$ cat config.mk
export PLATFORM = sky130hd
export DESIGN_NAME = sks_thread_flat
export DESIGN_NICKNAME = d
export VERILOG_FILES = /design/src/logic/sks_pkg.sv /design/src/logic/sks_link_if.sv /design/src/logic/sks_thread.sv /design/src/flat_wrapper.sv
export SDC_FILE = /design/constraint.sdc
export NUM_CORES = 2
export LEC_CHECK = 0
export BUFFER_PORTS_ARGS = -buffer_cell sky130_fd_sc_hd__buf_2
export CAP_MARGIN = 30
export CORE_ASPECT_RATIO = 0.6
export CORE_MARGIN = 5
export CORE_UTILIZATION = 52
export DETAILED_ROUTE_END_ITERATION = 8
export GPL_ROUTABILITY_DRIVEN = 0
export PLACE_DENSITY = 0.86
export SETUP_SLACK_MARGIN = 0.1
export SLEW_MARGIN = 25
export SYNTH_ARGS = -nofsm -noshare
export SYNTH_HDL_FRONTEND = slang
export SYNTH_SLANG_ARGS = --single-unit
$ cat constraint.sdc
create_clock -name clk -period 3.58 [get_ports clk]
set_clock_uncertainty 0.2 [all_clocks]
set_input_delay 0.179 -clock clk [delete_from_list [all_inputs] [get_ports clk]]
set_output_delay 0.179 -clock clk [all_outputs]
set_load 0.01 [all_outputs]
$ cat src/logic/sks_pkg.sv
package sks_pkg;
   // generic sampler state dword 0 fields
   localparam int KEY_EN_BIT = 25;
   localparam int KEY_IDX_HI = 24;
   localparam int KEY_IDX_LO = 23;
   localparam int KEY_MODE_BIT = 22;
   localparam int ANISO_HI = 21;
   localparam int ANISO_LO = 19;
   localparam int ROUND_HI = 18;
   localparam int ROUND_LO = 13;
   localparam logic KEY_KILL_ON_MATCH = 1'h0;
   localparam logic KEY_REPLACE_WITH_BLACK = 1'h1;
   localparam logic [2:0] ANISO_RATIO_CODE_MIN = 3'h0;
   localparam logic [2:0] ANISO_RATIO_CODE_MAX = 3'h7;
   // eight-by-eight state dword 0
   localparam int E8_SCALER_TYPE_BIT = 31;
   localparam int E8_BYPASS_BIT = 29;
   localparam int E8_IEF_TYPE_BIT = 28;
   localparam int E8_IEF_SIZE_BIT = 27;
   localparam int E8_KEY_EN_BIT = 18;
   localparam int E8_KEY_IDX_HI = 17;
   localparam int E8_KEY_IDX_LO = 16;
   // dword 1 .. 4
   localparam int STRONG_TH_HI = 7;
   localparam int STRONG_TH_LO = 4;
   localparam int WEAK_TH_HI = 3;
   localparam int WEAK_TH_LO = 0;
   localparam int STRONG_W_LO = 28;
   localparam int REGULAR_W_LO = 24;
   localparam int NON_W_LO = 20;
   localparam int STEEP_TH_HI = 11;
   localparam int STEEP_TH_LO = 8;
   localparam int STEEP_BOOST_BIT = 7;
   localparam int MR_TH_HI = 6;
   localparam int MR_TH_LO = 3;
   localparam int MR_BOOST_BIT = 2;
   localparam int PTR_HI = 31;
   localparam int PTR_LO = 5;
   // state array layout
   localparam int E8_INDEX_STRIDE = 4;
   localparam int E8_ELEMENT_DWORDS = 16;
   localparam int E8_ALIGN_BYTES = 32;
   // black texel values
   localparam logic [7:0] BLACK_LUMA = 8'h10;
   localparam logic [7:0] BLACK_CHROMA = 8'h80;
   // host register byte offsets
   localparam logic [7:0] OFS_CTRL = 8'h00;
   localparam logic [7:0] OFS_DW0 = 8'h04;
   localparam logic [7:0] OFS_DW1 = 8'h08;
   localparam logic [7:0] OFS_DW2 = 8'h0C;
   localparam logic [7:0] OFS_DW3 = 8'h10;
   localparam logic [7:0] OFS_DW4 = 8'h14;
   localparam logic [7:0] OFS_TEX0 = 8'h18;
   localparam logic [7:0] OFS_MEAS = 8'h28;
   localparam logic [7:0] OFS_KEY0 = 8'h2C;
   localparam logic [7:0] OFS_STATUS = 8'h3C;
   localparam logic [7:0] OFS_RES0 = 8'h40;
   localparam logic [7:0] OFS_RTEX0 = 8'h44;
   localparam logic [7:0] OFS_RES1 = 8'h54;
   localparam int CTRL_START = 0;
   localparam int CTRL_FLUSH = 1;
   localparam int CTRL_IS8X8 = 2;
   localparam int CTRL_MRET = 3;
   localparam int CTRL_FMT10 = 4;
   localparam int CTRL_YUV = 5;
   localparam int CTRL_LIVE = 6;
   localparam int CTRL_IDX_LO = 8;
   localparam int ST_BUSY = 0;
   localparam int ST_DONE = 1;
   localparam int ST_PTR_ERR = 2;
   localparam int ST_IDX_ERR = 3;
   // reset values of staged state dwords 2 to 4 (documented field defaults)
   localparam logic [31:0] DW2_RESET = 32'h0000_1681;
   localparam logic [31:0] DW3_RESET = 32'h721A_03C6;
   localparam logic [31:0] DW4_RESET = 32'h0C82_4028;
   typedef enum logic [2:0] {
      SKS_IDLE = 3'b001,
      SKS_SEND = 3'b010,
      SKS_WAIT = 3'b100
   } sks_state_t;
endpackage : sks_pkg

$ cat src/logic/sks_link_if.sv
`timescale 1ns/10ps
interface sks_link_if;
   // request, thread side to sampler
   logic req_valid;
   logic req_ready;
   logic req_is_8x8;
   logic req_mask_return;
   logic req_fmt_10bit;
   logic req_fmt_yuv;
   logic req_pixel_live;
   logic [3:0] req_sampler_index;
   logic [31:0] req_dw0;
   logic [31:0] req_dw2;
   logic [31:0] req_dw3;
   logic [31:0] req_dw4;
   logic [3:0][31:0] req_texel;
   logic [3:0][31:0] req_key_table;
   logic [7:0] req_edge_mag;
   logic [7:0] req_steep;
   logic [7:0] req_mr;
   logic [7:0] req_slope;
   // response
   logic resp_valid;
   logic resp_ready;
   logic [31:0] resp_info;
   logic [31:0] resp_meas;
   logic [3:0][31:0] resp_texel;
   logic resp_idx_err;
   modport device (input req_valid, req_is_8x8, req_mask_return, req_fmt_10bit, req_fmt_yuv, req_pixel_live,
      req_sampler_index, req_dw0, req_dw2, req_dw3, req_dw4, req_texel, req_key_table, req_edge_mag,
      req_steep, req_mr, req_slope, resp_ready,
      output req_ready, resp_valid, resp_info, resp_meas, resp_texel, resp_idx_err);
   modport thread (output req_valid, req_is_8x8, req_mask_return, req_fmt_10bit, req_fmt_yuv, req_pixel_live,
      req_sampler_index, req_dw0, req_dw2, req_dw3, req_dw4, req_texel, req_key_table, req_edge_mag,
      req_steep, req_mr, req_slope, resp_ready,
      input req_ready, resp_valid, resp_info, resp_meas, resp_texel, resp_idx_err);
endinterface : sks_link_if

$ cat src/logic/sks_thread.sv
// Local design decisions: register access over APB and the register addresses.
`timescale 1ns/10ps
module sks_thread (
   // clock and reset
   input wire logic clk,
   input wire logic reset_n,
   // apb slave
   input wire logic psel,
   input wire logic penable,
   input wire logic pwrite,
   input wire logic [7:0] paddr,
   input wire logic [31:0] pwdata,
   output logic [31:0] prdata,
   output logic pready,
   output logic pslverr,
   // message link
   sks_link_if.thread link
);
   logic [31:0] ctrl_r;
   logic [4:0][31:0] dw_r;
   logic [3:0][31:0] tex_r;
   logic [31:0] meas_r;
   logic [3:0][31:0] key_r;
   logic [3:0] status_r;
   logic [31:0] res0_r;
   logic [31:0] res1_r;
   logic [3:0][31:0] rtex_r;
   logic [26:0] last_ptr_r;
   logic ptr_valid_r;
   sks_pkg::sks_state_t state_r;
   logic access;
   logic wr;
   logic mapped;
   logic [31:0] rdata;
   logic start;
   logic ptr_clash;
   logic [31:0] dw0_out;
   logic [31:0] ctrl_now;

   assign access = psel && penable;
   assign wr = access && pready && pwrite;
   assign start = wr && paddr == sks_pkg::OFS_CTRL && pwdata[sks_pkg::CTRL_START];
   // the start write carries the message fields; ctrl_r still holds the previous ones
   assign ctrl_now = start ? pwdata : ctrl_r;
   assign ptr_clash = ctrl_now[sks_pkg::CTRL_IS8X8] && ptr_valid_r
      && last_ptr_r != dw_r[1][sks_pkg::PTR_HI:sks_pkg::PTR_LO];

   always_comb begin
      mapped = 1'b1;
      rdata = 32'h0000_0000;
      case (paddr)
         sks_pkg::OFS_CTRL: rdata = ctrl_r;
         sks_pkg::OFS_DW0, sks_pkg::OFS_DW1, sks_pkg::OFS_DW2, sks_pkg::OFS_DW3, sks_pkg::OFS_DW4:
            rdata = dw_r[3'((paddr - sks_pkg::OFS_DW0) >> 2)];
         sks_pkg::OFS_MEAS: rdata = meas_r;
         sks_pkg::OFS_STATUS: rdata = {28'h0000000, status_r};
         sks_pkg::OFS_RES0: rdata = res0_r;
         sks_pkg::OFS_RES1: rdata = res1_r;
         default: begin
            if (paddr >= sks_pkg::OFS_TEX0 && paddr < sks_pkg::OFS_MEAS && paddr[1:0] == 2'h0) begin
               rdata = tex_r[2'((paddr - sks_pkg::OFS_TEX0) >> 2)];
            end else if (paddr >= sks_pkg::OFS_KEY0 && paddr < sks_pkg::OFS_STATUS && paddr[1:0] == 2'h0) begin
               rdata = key_r[2'((paddr - sks_pkg::OFS_KEY0) >> 2)];
            end else if (paddr >= sks_pkg::OFS_RTEX0 && paddr < sks_pkg::OFS_RES1 && paddr[1:0] == 2'h0) begin
               rdata = rtex_r[2'((paddr - sks_pkg::OFS_RTEX0) >> 2)];
            end else begin
               mapped = 1'b0;
            end
         end
      endcase
   end

   // one wait state: pready rises in the second access cycle
   always_ff @(posedge clk) begin
      if (!reset_n) begin
         pready <= 1'b0;
         prdata <= 32'h0000_0000;
         pslverr <= 1'b0;
      end else if (access && !pready) begin
         pready <= 1'b1;
         prdata <= pwrite ? 32'h0000_0000 : rdata;
         pslverr <= !mapped;
      end else begin
         pready <= 1'b0;
         pslverr <= 1'b0;
      end
   end

   // staged message words; start bit self-clears
   always_ff @(posedge clk) begin
      if (!reset_n) begin
         ctrl_r <= 32'h0000_0000;
         dw_r <= {sks_pkg::DW4_RESET, sks_pkg::DW3_RESET, sks_pkg::DW2_RESET, 32'h0000_0000, 32'h0000_0000};
         tex_r <= '0;
         meas_r <= 32'h0000_0000;
         key_r <= '0;
      end else if (wr && mapped) begin
         case (paddr)
            sks_pkg::OFS_CTRL: ctrl_r <= {pwdata[31:2], 2'h0};
            sks_pkg::OFS_DW0, sks_pkg::OFS_DW1, sks_pkg::OFS_DW2, sks_pkg::OFS_DW3, sks_pkg::OFS_DW4:
               dw_r[3'((paddr - sks_pkg::OFS_DW0) >> 2)] <= pwdata;
            sks_pkg::OFS_MEAS: meas_r <= pwdata;
            default: begin
               if (paddr >= sks_pkg::OFS_TEX0 && paddr < sks_pkg::OFS_MEAS) begin
                  tex_r[2'((paddr - sks_pkg::OFS_TEX0) >> 2)] <= pwdata;
               end else if (paddr >= sks_pkg::OFS_KEY0 && paddr < sks_pkg::OFS_STATUS) begin
                  key_r[2'((paddr - sks_pkg::OFS_KEY0) >> 2)] <= pwdata;
               end
            end
         endcase
      end
   end

   // detail filter demands the 5x5 size, so the size bit is forced on
   always_comb begin
      dw0_out = dw_r[0];
      if (dw_r[0][sks_pkg::E8_IEF_TYPE_BIT]) begin
         dw0_out[sks_pkg::E8_IEF_SIZE_BIT] = 1'b1;
      end
   end

   // flush forgets the pointer so a new primitive may bring another one
   always_ff @(posedge clk) begin
      if (!reset_n) begin
         ptr_valid_r <= 1'b0;
         last_ptr_r <= 27'h0000000;
      end else if (wr && paddr == sks_pkg::OFS_CTRL && pwdata[sks_pkg::CTRL_FLUSH]) begin
         ptr_valid_r <= 1'b0;
      end else if (state_r == sks_pkg::SKS_SEND && link.req_ready && link.req_is_8x8) begin
         ptr_valid_r <= 1'b1;
         last_ptr_r <= dw_r[1][sks_pkg::PTR_HI:sks_pkg::PTR_LO];
      end
   end

   always_ff @(posedge clk) begin
      if (!reset_n) begin
         state_r <= sks_pkg::SKS_IDLE;
      end else begin
         case (state_r)
            sks_pkg::SKS_IDLE: if (start && !ptr_clash) state_r <= sks_pkg::SKS_SEND;
            sks_pkg::SKS_SEND: if (link.req_ready) state_r <= sks_pkg::SKS_WAIT;
            sks_pkg::SKS_WAIT: if (link.resp_valid) state_r <= sks_pkg::SKS_IDLE;
            default: state_r <= sks_pkg::SKS_IDLE;
         endcase
      end
   end

   // status: done and errors are sticky, cleared by writing one; a new set wins
   always_ff @(posedge clk) begin
      if (!reset_n) begin
         status_r <= 4'h0;
         res0_r <= 32'h0000_0000;
         res1_r <= 32'h0000_0000;
         rtex_r <= '0;
      end else begin
         status_r[sks_pkg::ST_BUSY] <= state_r != sks_pkg::SKS_IDLE || (start && !ptr_clash);
         for (int b = sks_pkg::ST_DONE; b <= sks_pkg::ST_IDX_ERR; b++) begin
            if (wr && paddr == sks_pkg::OFS_STATUS && pwdata[b]) begin
               status_r[b] <= 1'b0;
            end
         end
         if (start && ptr_clash && state_r == sks_pkg::SKS_IDLE) begin
            status_r[sks_pkg::ST_PTR_ERR] <= 1'b1;
         end
         if (state_r == sks_pkg::SKS_WAIT && link.resp_valid) begin
            status_r[sks_pkg::ST_DONE] <= 1'b1;
            if (link.resp_idx_err) begin
               status_r[sks_pkg::ST_IDX_ERR] <= 1'b1;
            end
            res0_r <= link.resp_info;
            res1_r <= link.resp_meas;
            rtex_r <= link.resp_texel;
         end
      end
   end

   // request fields held while in SEND
   always_ff @(posedge clk) begin
      if (!reset_n) begin
         link.req_valid <= 1'b0;
         link.req_is_8x8 <= 1'b0;
         link.req_mask_return <= 1'b0;
         link.req_fmt_10bit <= 1'b0;
         link.req_fmt_yuv <= 1'b0;
         link.req_pixel_live <= 1'b0;
         link.req_sampler_index <= 4'h0;
         link.req_dw0 <= 32'h0000_0000;
         link.req_dw2 <= 32'h0000_0000;
         link.req_dw3 <= 32'h0000_0000;
         link.req_dw4 <= 32'h0000_0000;
         link.req_texel <= '0;
         link.req_key_table <= '0;
         link.req_edge_mag <= 8'h00;
         link.req_steep <= 8'h00;
         link.req_mr <= 8'h00;
         link.req_slope <= 8'h00;
         link.resp_ready <= 1'b0;
      end else begin
         link.resp_ready <= 1'b1;
         if (state_r == sks_pkg::SKS_IDLE && start && !ptr_clash) begin
            link.req_valid <= 1'b1;
            link.req_is_8x8 <= ctrl_now[sks_pkg::CTRL_IS8X8];
            link.req_mask_return <= ctrl_now[sks_pkg::CTRL_MRET];
            link.req_fmt_10bit <= ctrl_now[sks_pkg::CTRL_FMT10];
            link.req_fmt_yuv <= ctrl_now[sks_pkg::CTRL_YUV];
            link.req_pixel_live <= ctrl_now[sks_pkg::CTRL_LIVE];
            link.req_sampler_index <= ctrl_now[sks_pkg::CTRL_IDX_LO +: 4];
            link.req_dw0 <= dw0_out;
            link.req_dw2 <= dw_r[2];
            link.req_dw3 <= dw_r[3];
            link.req_dw4 <= dw_r[4];
            link.req_texel <= tex_r;
            link.req_key_table <= key_r;
            link.req_edge_mag <= meas_r[7:0];
            link.req_steep <= meas_r[15:8];
            link.req_mr <= meas_r[23:16];
            link.req_slope <= meas_r[31:24];
         end else if (state_r == sks_pkg::SKS_SEND && link.req_ready) begin
            link.req_valid <= 1'b0;
         end
      end
   end
endmodule : sks_thread

$ cat src/flat_wrapper.sv
// flat-port wrapper written by rule: the top's interface ports become plain ports
module sks_thread_flat 
  (clk, reset_n, psel, penable, pwrite, paddr, pwdata, prdata, pready, pslverr, link_req_valid, link_req_is_8x8, link_req_mask_return, link_req_fmt_10bit, link_req_fmt_yuv, link_req_pixel_live, link_req_sampler_index, link_req_dw0, link_req_dw2, link_req_dw3, link_req_dw4, link_req_texel, link_req_key_table, link_req_edge_mag, link_req_steep, link_req_mr, link_req_slope, link_resp_ready, link_req_ready, link_resp_valid, link_resp_info, link_resp_meas, link_resp_texel, link_resp_idx_err);
  sks_link_if link_i ();
  input wire logic clk;
  input wire logic reset_n;
  input wire logic psel;
  input wire logic penable;
  input wire logic pwrite;
  input wire logic [7:0] paddr;
  input wire logic [31:0] pwdata;
  output logic [31:0] prdata;
  output logic pready;
  output logic pslverr;
  output wire logic [$bits(link_i.req_valid)-1:0] link_req_valid;
  output wire logic [$bits(link_i.req_is_8x8)-1:0] link_req_is_8x8;
  output wire logic [$bits(link_i.req_mask_return)-1:0] link_req_mask_return;
  output wire logic [$bits(link_i.req_fmt_10bit)-1:0] link_req_fmt_10bit;
  output wire logic [$bits(link_i.req_fmt_yuv)-1:0] link_req_fmt_yuv;
  output wire logic [$bits(link_i.req_pixel_live)-1:0] link_req_pixel_live;
  output wire logic [$bits(link_i.req_sampler_index)-1:0] link_req_sampler_index;
  output wire logic [$bits(link_i.req_dw0)-1:0] link_req_dw0;
  output wire logic [$bits(link_i.req_dw2)-1:0] link_req_dw2;
  output wire logic [$bits(link_i.req_dw3)-1:0] link_req_dw3;
  output wire logic [$bits(link_i.req_dw4)-1:0] link_req_dw4;
  output wire logic [$bits(link_i.req_texel)-1:0] link_req_texel;
  output wire logic [$bits(link_i.req_key_table)-1:0] link_req_key_table;
  output wire logic [$bits(link_i.req_edge_mag)-1:0] link_req_edge_mag;
  output wire logic [$bits(link_i.req_steep)-1:0] link_req_steep;
  output wire logic [$bits(link_i.req_mr)-1:0] link_req_mr;
  output wire logic [$bits(link_i.req_slope)-1:0] link_req_slope;
  output wire logic [$bits(link_i.resp_ready)-1:0] link_resp_ready;
  input wire logic [$bits(link_i.req_ready)-1:0] link_req_ready;
  input wire logic [$bits(link_i.resp_valid)-1:0] link_resp_valid;
  input wire logic [$bits(link_i.resp_info)-1:0] link_resp_info;
  input wire logic [$bits(link_i.resp_meas)-1:0] link_resp_meas;
  input wire logic [$bits(link_i.resp_texel)-1:0] link_resp_texel;
  input wire logic [$bits(link_i.resp_idx_err)-1:0] link_resp_idx_err;
  assign link_req_valid = link_i.req_valid;
  assign link_req_is_8x8 = link_i.req_is_8x8;
  assign link_req_mask_return = link_i.req_mask_return;
  assign link_req_fmt_10bit = link_i.req_fmt_10bit;
  assign link_req_fmt_yuv = link_i.req_fmt_yuv;
  assign link_req_pixel_live = link_i.req_pixel_live;
  assign link_req_sampler_index = link_i.req_sampler_index;
  assign link_req_dw0 = link_i.req_dw0;
  assign link_req_dw2 = link_i.req_dw2;
  assign link_req_dw3 = link_i.req_dw3;
  assign link_req_dw4 = link_i.req_dw4;
  assign link_req_texel = link_i.req_texel;
  assign link_req_key_table = link_i.req_key_table;
  assign link_req_edge_mag = link_i.req_edge_mag;
  assign link_req_steep = link_i.req_steep;
  assign link_req_mr = link_i.req_mr;
  assign link_req_slope = link_i.req_slope;
  assign link_resp_ready = link_i.resp_ready;
  assign link_i.req_ready = link_req_ready;
  assign link_i.resp_valid = link_resp_valid;
  assign link_i.resp_info = link_resp_info;
  assign link_i.resp_meas = link_resp_meas;
  assign link_i.resp_texel = link_resp_texel;
  assign link_i.resp_idx_err = link_resp_idx_err;
  sks_thread u_core (.clk(clk), .reset_n(reset_n), .psel(psel), .penable(penable), .pwrite(pwrite), .paddr(paddr), .pwdata(pwdata), .prdata(prdata), .pready(pready), .pslverr(pslverr), .link(link_i));
endmodule
# == Word-level counts from Yosys, hierarchy flattened ==
# Cells that the tools add are included.
# Widths: inputs -> output; s select.
# word_totals
reg_bits,1166
in_bits,240
mem_count,0
mem_bits_rw,0
mem_bits_ro,0
latchBits,0
# classes
order_cmp,13
eq_ne,17
reduce_logical,52
mux,43
n_shift,0
multipliers,0
add_sub_neg,4
bitwise,4
n_div,0
# ops
op,count
$mux 32,11
$bwmux 128,2
$bmux 32 s2,3
$pmux 32 s6,1
$bwmux 160,1
$demux 32 s2,2
$bmux 32 s3,1
$demux 32 s3,1
$logic_and 1x1->1,31
$ne 27x27->1,1
$eq 8x4->1 const B,2
$eq 8x5->1 const B,2
$eq 8x6->1 const B,2
$eq 8x7->1 const B,2
$lt 8x6->1 const B,2
$mux 1,16
$mux 12,1
$reduce_and 2->1,5
$reduce_or 10->1,1
$lt 2x3->1 const B,3
$mux 3,3
$pmux 3 s3,1
$eq 8x3->1 const B,1
$ge 8x5->1 const B,1
other kinds (26),37

# == Depth between registers and ports, before layout ==
# logic_depth
depth_word,12
mapped_depth,15
ltp_nobuf,8

# == Worst setup path after synthesis ==
# OpenSTA, ideal clock, no wires.
# synth_timing
path_type,in2reg
start,input paddr[2]
end,register u_core.link.req_texel[54] (netlist name)
t_arrival_ps,3227
required_ps,3252
slack_ps,25
n_path_buf,7
stages,15
cell_sequence,clkbuf_1 inv_1 clkbuf_1 clkbuf_1 ha_1 or3b_2 nor4_2 and2_1 a32oi_1 buf_2 buf_2 buf_6 buf_2 nand3_1 o21ai_0
# synth_via
elab_chain_cells,8
word_cells_on_any_way,9
cone_classes,mux: 1; reduce/logical: 8
# synth_rtl
item,line_no,rtl
"start, declared",flat_wrapper.sv:10,input wire logic [7:0] paddr;
$logic_not 8->1 *,sks_thread.sv:42,assign start = wr && paddr == sks_pkg::OFS_CTRL && pwdata[sks_pkg::CTRL_START];
$logic_and 1x1->1 * (2 in a row),sks_thread.sv:42,
$mux 12,sks_thread.sv:44,assign ctrl_now = start ? pwdata : ctrl_r;
$logic_and 1x1->1,sks_thread.sv:45,assign ptr_clash = ctrl_now[sks_pkg::CTRL_IS8X8] && ptr_valid_r
$logic_and 1x1->1,sks_thread.sv:46,&& last_ptr_r != dw_r[1][sks_pkg::PTR_HI:sks_pkg::PTR_LO];
$logic_not 1->1,sks_thread.sv:200,if (state_r == sks_pkg::SKS_IDLE && start && !ptr_clash) begin
$logic_and 1x1->1 *,sks_thread.sv:200,
"end signal, assigned",sks_thread.sv:212,link.req_texel <= tex_r;
"end, declared",sks_link_if.sv:34,"req_sampler_index, req_dw0, req_dw2, req_dw3, req_dw4, req_texel, req_key_table, req_edge_mag,"
# Every way passes the cells marked *; elsewhere a longest branch is shown, timed or not.
# A chain may end at the register's enable or synchronous reset.

# == Worst setup path in the final report ==
# layout_timing
start,input paddr[3]
end,register u_core.prdata[25]
# layout_via
elab_chain_cells,8
word_cells_on_any_way,40
cone_classes,add/sub: 4; order compare: 6; eq/ne: 9; mux: 13; reduce/logical: 8
# layout_rtl
item,line_no,rtl
"$sub 4x3->4, or another cell as far along",sks_thread.sv:65,rdata = rtex_r[2'((paddr - sks_pkg::OFS_RTEX0) >> 2)];
$bmux 32 s2 or $logic_and 1x1->1 (tied branches),"sks_thread.sv:65, sks_thread.sv:64",
$mux 32 (implied by the code) or $logic_and 1x1->1 (tied branches),"sks_thread.sv:65, sks_thread.sv:64",
$mux 32,sks_thread.sv:64,end else if (paddr >= sks_pkg::OFS_RTEX0 && paddr < sks_pkg::OFS_RES1 && paddr[1:0] == 2'h0) begin
$mux 32,sks_thread.sv:62,end else if (paddr >= sks_pkg::OFS_KEY0 && paddr < sks_pkg::OFS_STATUS && paddr[1:0] == 2'h0) begin
$mux 32,sks_thread.sv:60,if (paddr >= sks_pkg::OFS_TEX0 && paddr < sks_pkg::OFS_MEAS && paddr[1:0] == 2'h0) begin
$pmux 32 s6 *,sks_thread.sv:51,case (paddr)
$mux 32 *,sks_thread.sv:81,prdata <= pwrite ? 32'h0000_0000 : rdata;
"end signal, assigned",sks_thread.sv:81,
"end, declared",sks_thread.sv:13,"output logic [31:0] prdata,"
# Every way passes the cells marked *; elsewhere a longest branch is shown, timed or not. The select of a mux whose other input is x is not followed.

==> results <==
- The total congestion overflow after global routing is 0.
- Synthesis instantiated 65 different standard cells from the library.
- The fraction of final layout cells with drive strength greater than 1 is 0.183.
- Power spread over the standard cell area amounts to 451 nW/µm².
- The static leakage is 22.5 nW.
- The final antenna-violating net count is 0.
- Leaving out fill and tap cells, the most frequent cells in the layout are 1335 x nand2_1, 1166 x dfxtp_1, 698 x buf_2.
- Counting the fill cells in the layout gives 6823.
- The worst register-to-register path has a setup slack of 0.57 ns.
- The first-pass GRT wire length is 281000 µm.
- The number of buffers between clock root and the deepest sink is 3.
- The storage element area is 23300 µm².
- The startpoint-to-endpoint class of the critical path is in2reg.
- The checks that failed: design-rule violations.
- In this run the worst path has a maximum fanout of 35.
- The path class of the tightest hold or removal check is in2reg.
- The number of antenna violations at the first check in global routing is 15.
- After the flow finishes, the layout carries non-filler instances totaling 7305.
- Measured against its own limit, the worst slew margin works out to 0.255.
- The worst slack after detailed placement is -0.0238 ns.
- Of the synthesized area, sequential elements account for 0.496.
- For this run, the leading register cell type out of synthesis is dfxtp_1.
- The number of synthesized flops with an enable pin is 0.
- Static timing analysis puts the maximum clock frequency at 293 MHz.
- Yosys printed 0 warnings.
- The first TritonRoute pass finished after 9 iterations.
- TritonCTS built the clock tree.
- Counting every sink on the clock net gives 1166.
- At the pin with the least slew margin, the transition time is 1.12 ns.
- VDD sags by at most 0.337 mV.
- The die covers 96900 µm².
- The clock latency on the worst-skew pair is 0.71 ns.
- The net count after synthesis is 5534.
- Counting flops and latches in the post-synthesis netlist gives 1166.
- The worst setup slack after layout is 0.165 ns.
- Of the total power, the share spent switching nets is 0.238.
- The count of H-tree levels built during CTS is 3.
- In the final layout, the multi-input gates occupy 21700 µm².
- The part of the cycle the worst path needs is 0.954.
- In the global route stage, overall resource usage came out at 0.387.
- The final-report setup violation count is 0.
- Dividing the detail-routed wire length by the instance count gives 27.0 µm.
- For this run, design rule violations remaining after detail routing come to 20.
- After detailed placement, the total cell area comes to 51300 µm².
- The worst setup path is launched from an input port.
- After synthesis, the cell types taking the most area are dfxtp_1 50%, nand2_1 11%, mux2i_1 6.4%.
- The tree is rooted in a clkbuf_16.
- The number of vias in the routed layout is 45500.
- For the worst setup path, the data required time is 3.93 ns.
- The number of nets at the end of the flow is 6233.
- The number of core rows is 85.
- Counting the buffers created by CTS gives 102.
- The standard cell core area is 89800 µm².
- The worst path in the final design needs a cycle of 3.42 ns, including I/O delays and setup.
- The biggest area consumer among synthesized cells is dfxtp_1.
- Of the total power, registers draw 0.498.
- The number of global-route vias before repair was 42500.
- The final count of pins violating max slew is 0.
- The commonest non-fill, non-tap cell in the layout is nand2_1.
- The synthesized area divided by synthesized cell count is 8.91 µm².
- The worst setup path is captured at a flop.
- The run finished, with violations left.
- The internal power contribution is 19.8 mW.
- Once the clock tree was built, the setup fixing pass inserted 0 buffers.
- The number of hold violations in the final report is 0.
- The total negative setup slack is 0 ns.
- After detailed placement, the design holds a cell count of 6820.
- Clock-pin slew was measured on the worst setup and hold paths at 0.07 ns.
- After the first detailed-routing iteration, the DRC count stood at 7123.
- The count of input and output buffers is 700.
- Counting flops with an async set or reset pin after synthesis yields a share of 0.
- The completed layout was analyzed and its total power is 26.0 mW.
- The gate count after technology mapping is 5288.
- For the worst setup path, the data arrival time is 3.76 ns.
- In this run the horizontal extent of the chip is 399 µm.
- The share of total power dissipated in the clock network is 0.444.
- Max-cap violations in this run came to 0.
- The HPWL after detailed placement is 135000 µm.
- The combinational fraction of design power is 0.058.
- The switching power total is 6.19 mW.
- For this design the top-level I/O count stands at 701.
- The initial utilization of the core area, before any placement, comes to 0.525.
- The area added between synthesis and finish is 22.4%.
- Summing all non-filler instances in the final layout gives an area of 57600 µm².
- Of the post-synthesis cell area, the dominant cell type holds 0.496.
- Setup repair after global routing left no endpoint under its margin.
- The die outline height is 243 µm.
- The total wirelength of the detailed-routed design is 198000 µm.
- In the routed layout, each cell is associated on average with a via count of 6.23.
- The post-synthesis instance area is 47100 µm².
- The maximum number of pins on one net before global-route repair is 253.
critical path, cell delays in order:
cell and delay [ns]:
dlygate4sd3_1 0.57, buf_2 0.22, inv_1 0.14, ha_4 0.63, buf_12 0.31, mux4_2 0.54, a221oi_1 0.89, o311ai_0 0.25
per-stage QoR:
step	hold slack (ns)	utilization
2_1_floorplan	0.00672	-
3_3_place_gp	0.232	0.572
3_5_place_dp	0.239	0.572
4_1_cts	0.00301	0.642
5_1_grt	0.0576	0.642
6_report	0.0300	0.642
cell families after synthesis:
logic type | synth area share
simple gates | 0.183
xor+xnor | 0.00558
fa+ha+maj | 0.00159
compound gates | 0.157
flops | 0.496
mux | 0.111
buf+inv | 0.0458
layout make-up:
cell class | instances | area share
flip-flops and latches | 1166 | 0.405
multi-input cells | 3617 | 0.377
inverters | 3 | 0.000195
clock buffers | 144 | 0.0514
clock inverters | 42 | 0.00853
repair buffers | 1097 | 0.131
diodes | 18 | 0.000781
well taps | 1218 | 0.0264
registers in the layout (all words and copies together), names as in the netlist, 128 cells and up:
name,flops
u_core.dw_r,129
u_core.link.req_texel,128
u_core.rtex_r,128
u_core.key_r,128
u_core.tex_r,128
u_core.link.req_key_table,128
worst paths after layout:
path                                  startpoint  cells after the start                                      to
hold reg to reg   u_core.rtex_r[51]$_SDFFE_PN0P_                      2          u_core.rtex_r[51]$_SDFFE_PN0P_
setup reg to reg  u_core.state_r[2]$_SDFFE_PN0P_                      7  u_core.link.req_texel[18]$_SDFFE_PN0P_
hold / removal                          paddr[6]                      5           u_core.prdata[7]$_SDFFE_PN0P_
setup / recovery                        paddr[3]                      8          u_core.prdata[25]$_SDFFE_PN0P_
per-layer routing:
layer / track usage / part of all wire / up-vias
met3: 0.182 / 0.16 / 763
met4: 0.194 / 0.063 / 10
met2: 0.546 / 0.40 / 3462
li1: - / - / 19700
met5: 0 / 0.00035 / -
met1: 0.495 / 0.37 / 21600
what timing repair did:
| action | CTS | global route |
|---|---|---|
| endpoints found under the hold margin | 546 | 0 |
| setup endpoints to repair | 0 | 62 |
| resized for setup | 0 | 3 |
| hold buffers | 281 | 0 |
power groups by stage:
stage / Clock, mW / Combinational [mW] / Sequential (mW)
global placement: 0 / 1.19 / 13.3
floorplan: 0 / 0.657 / 13.3
finish: 11.6 / 1.50 / 13.0
CTS: 11.5 / 1.41 / 13.0
global route: 12.1 / 1.52 / 13.0
detailed placement: 0 / 1.20 / 13.3
cell usage after synthesis, types with 4 or more instances:
cell type / count
o22ai_1: 6
mux2_2: 4
o311ai_0: 20
buf_1: 66
and3_1: 11
clkbuf_1: 304
buf_4: 17
a221o_1: 20
a221oi_1: 29
a211o_1: 7
and2_1: 5
or3_1: 5
o21ai_0: 486
nor2b_1: 36
nand3_1: 493
nor4_1: 5
nand2b_1: 5
dfxtp_1: 1166
buf_2: 106
a211oi_1: 20
ha_1: 6
a22oi_1: 37
mux2i_1: 303
xnor2_1: 26
xor2_1: 4
a21boi_1: 70
o22a_1: 26
mux4_2: 96
nor2_1: 70
nor3b_1: 5
a21oi_1: 75
or4_1: 7
nand4_1: 9
a21boi_0: 324
o21ai_1: 7
a31oi_1: 9
buf_6: 9
nand2_1: 1335
nor3_1: 13
(Power assumes the default switching activity.)
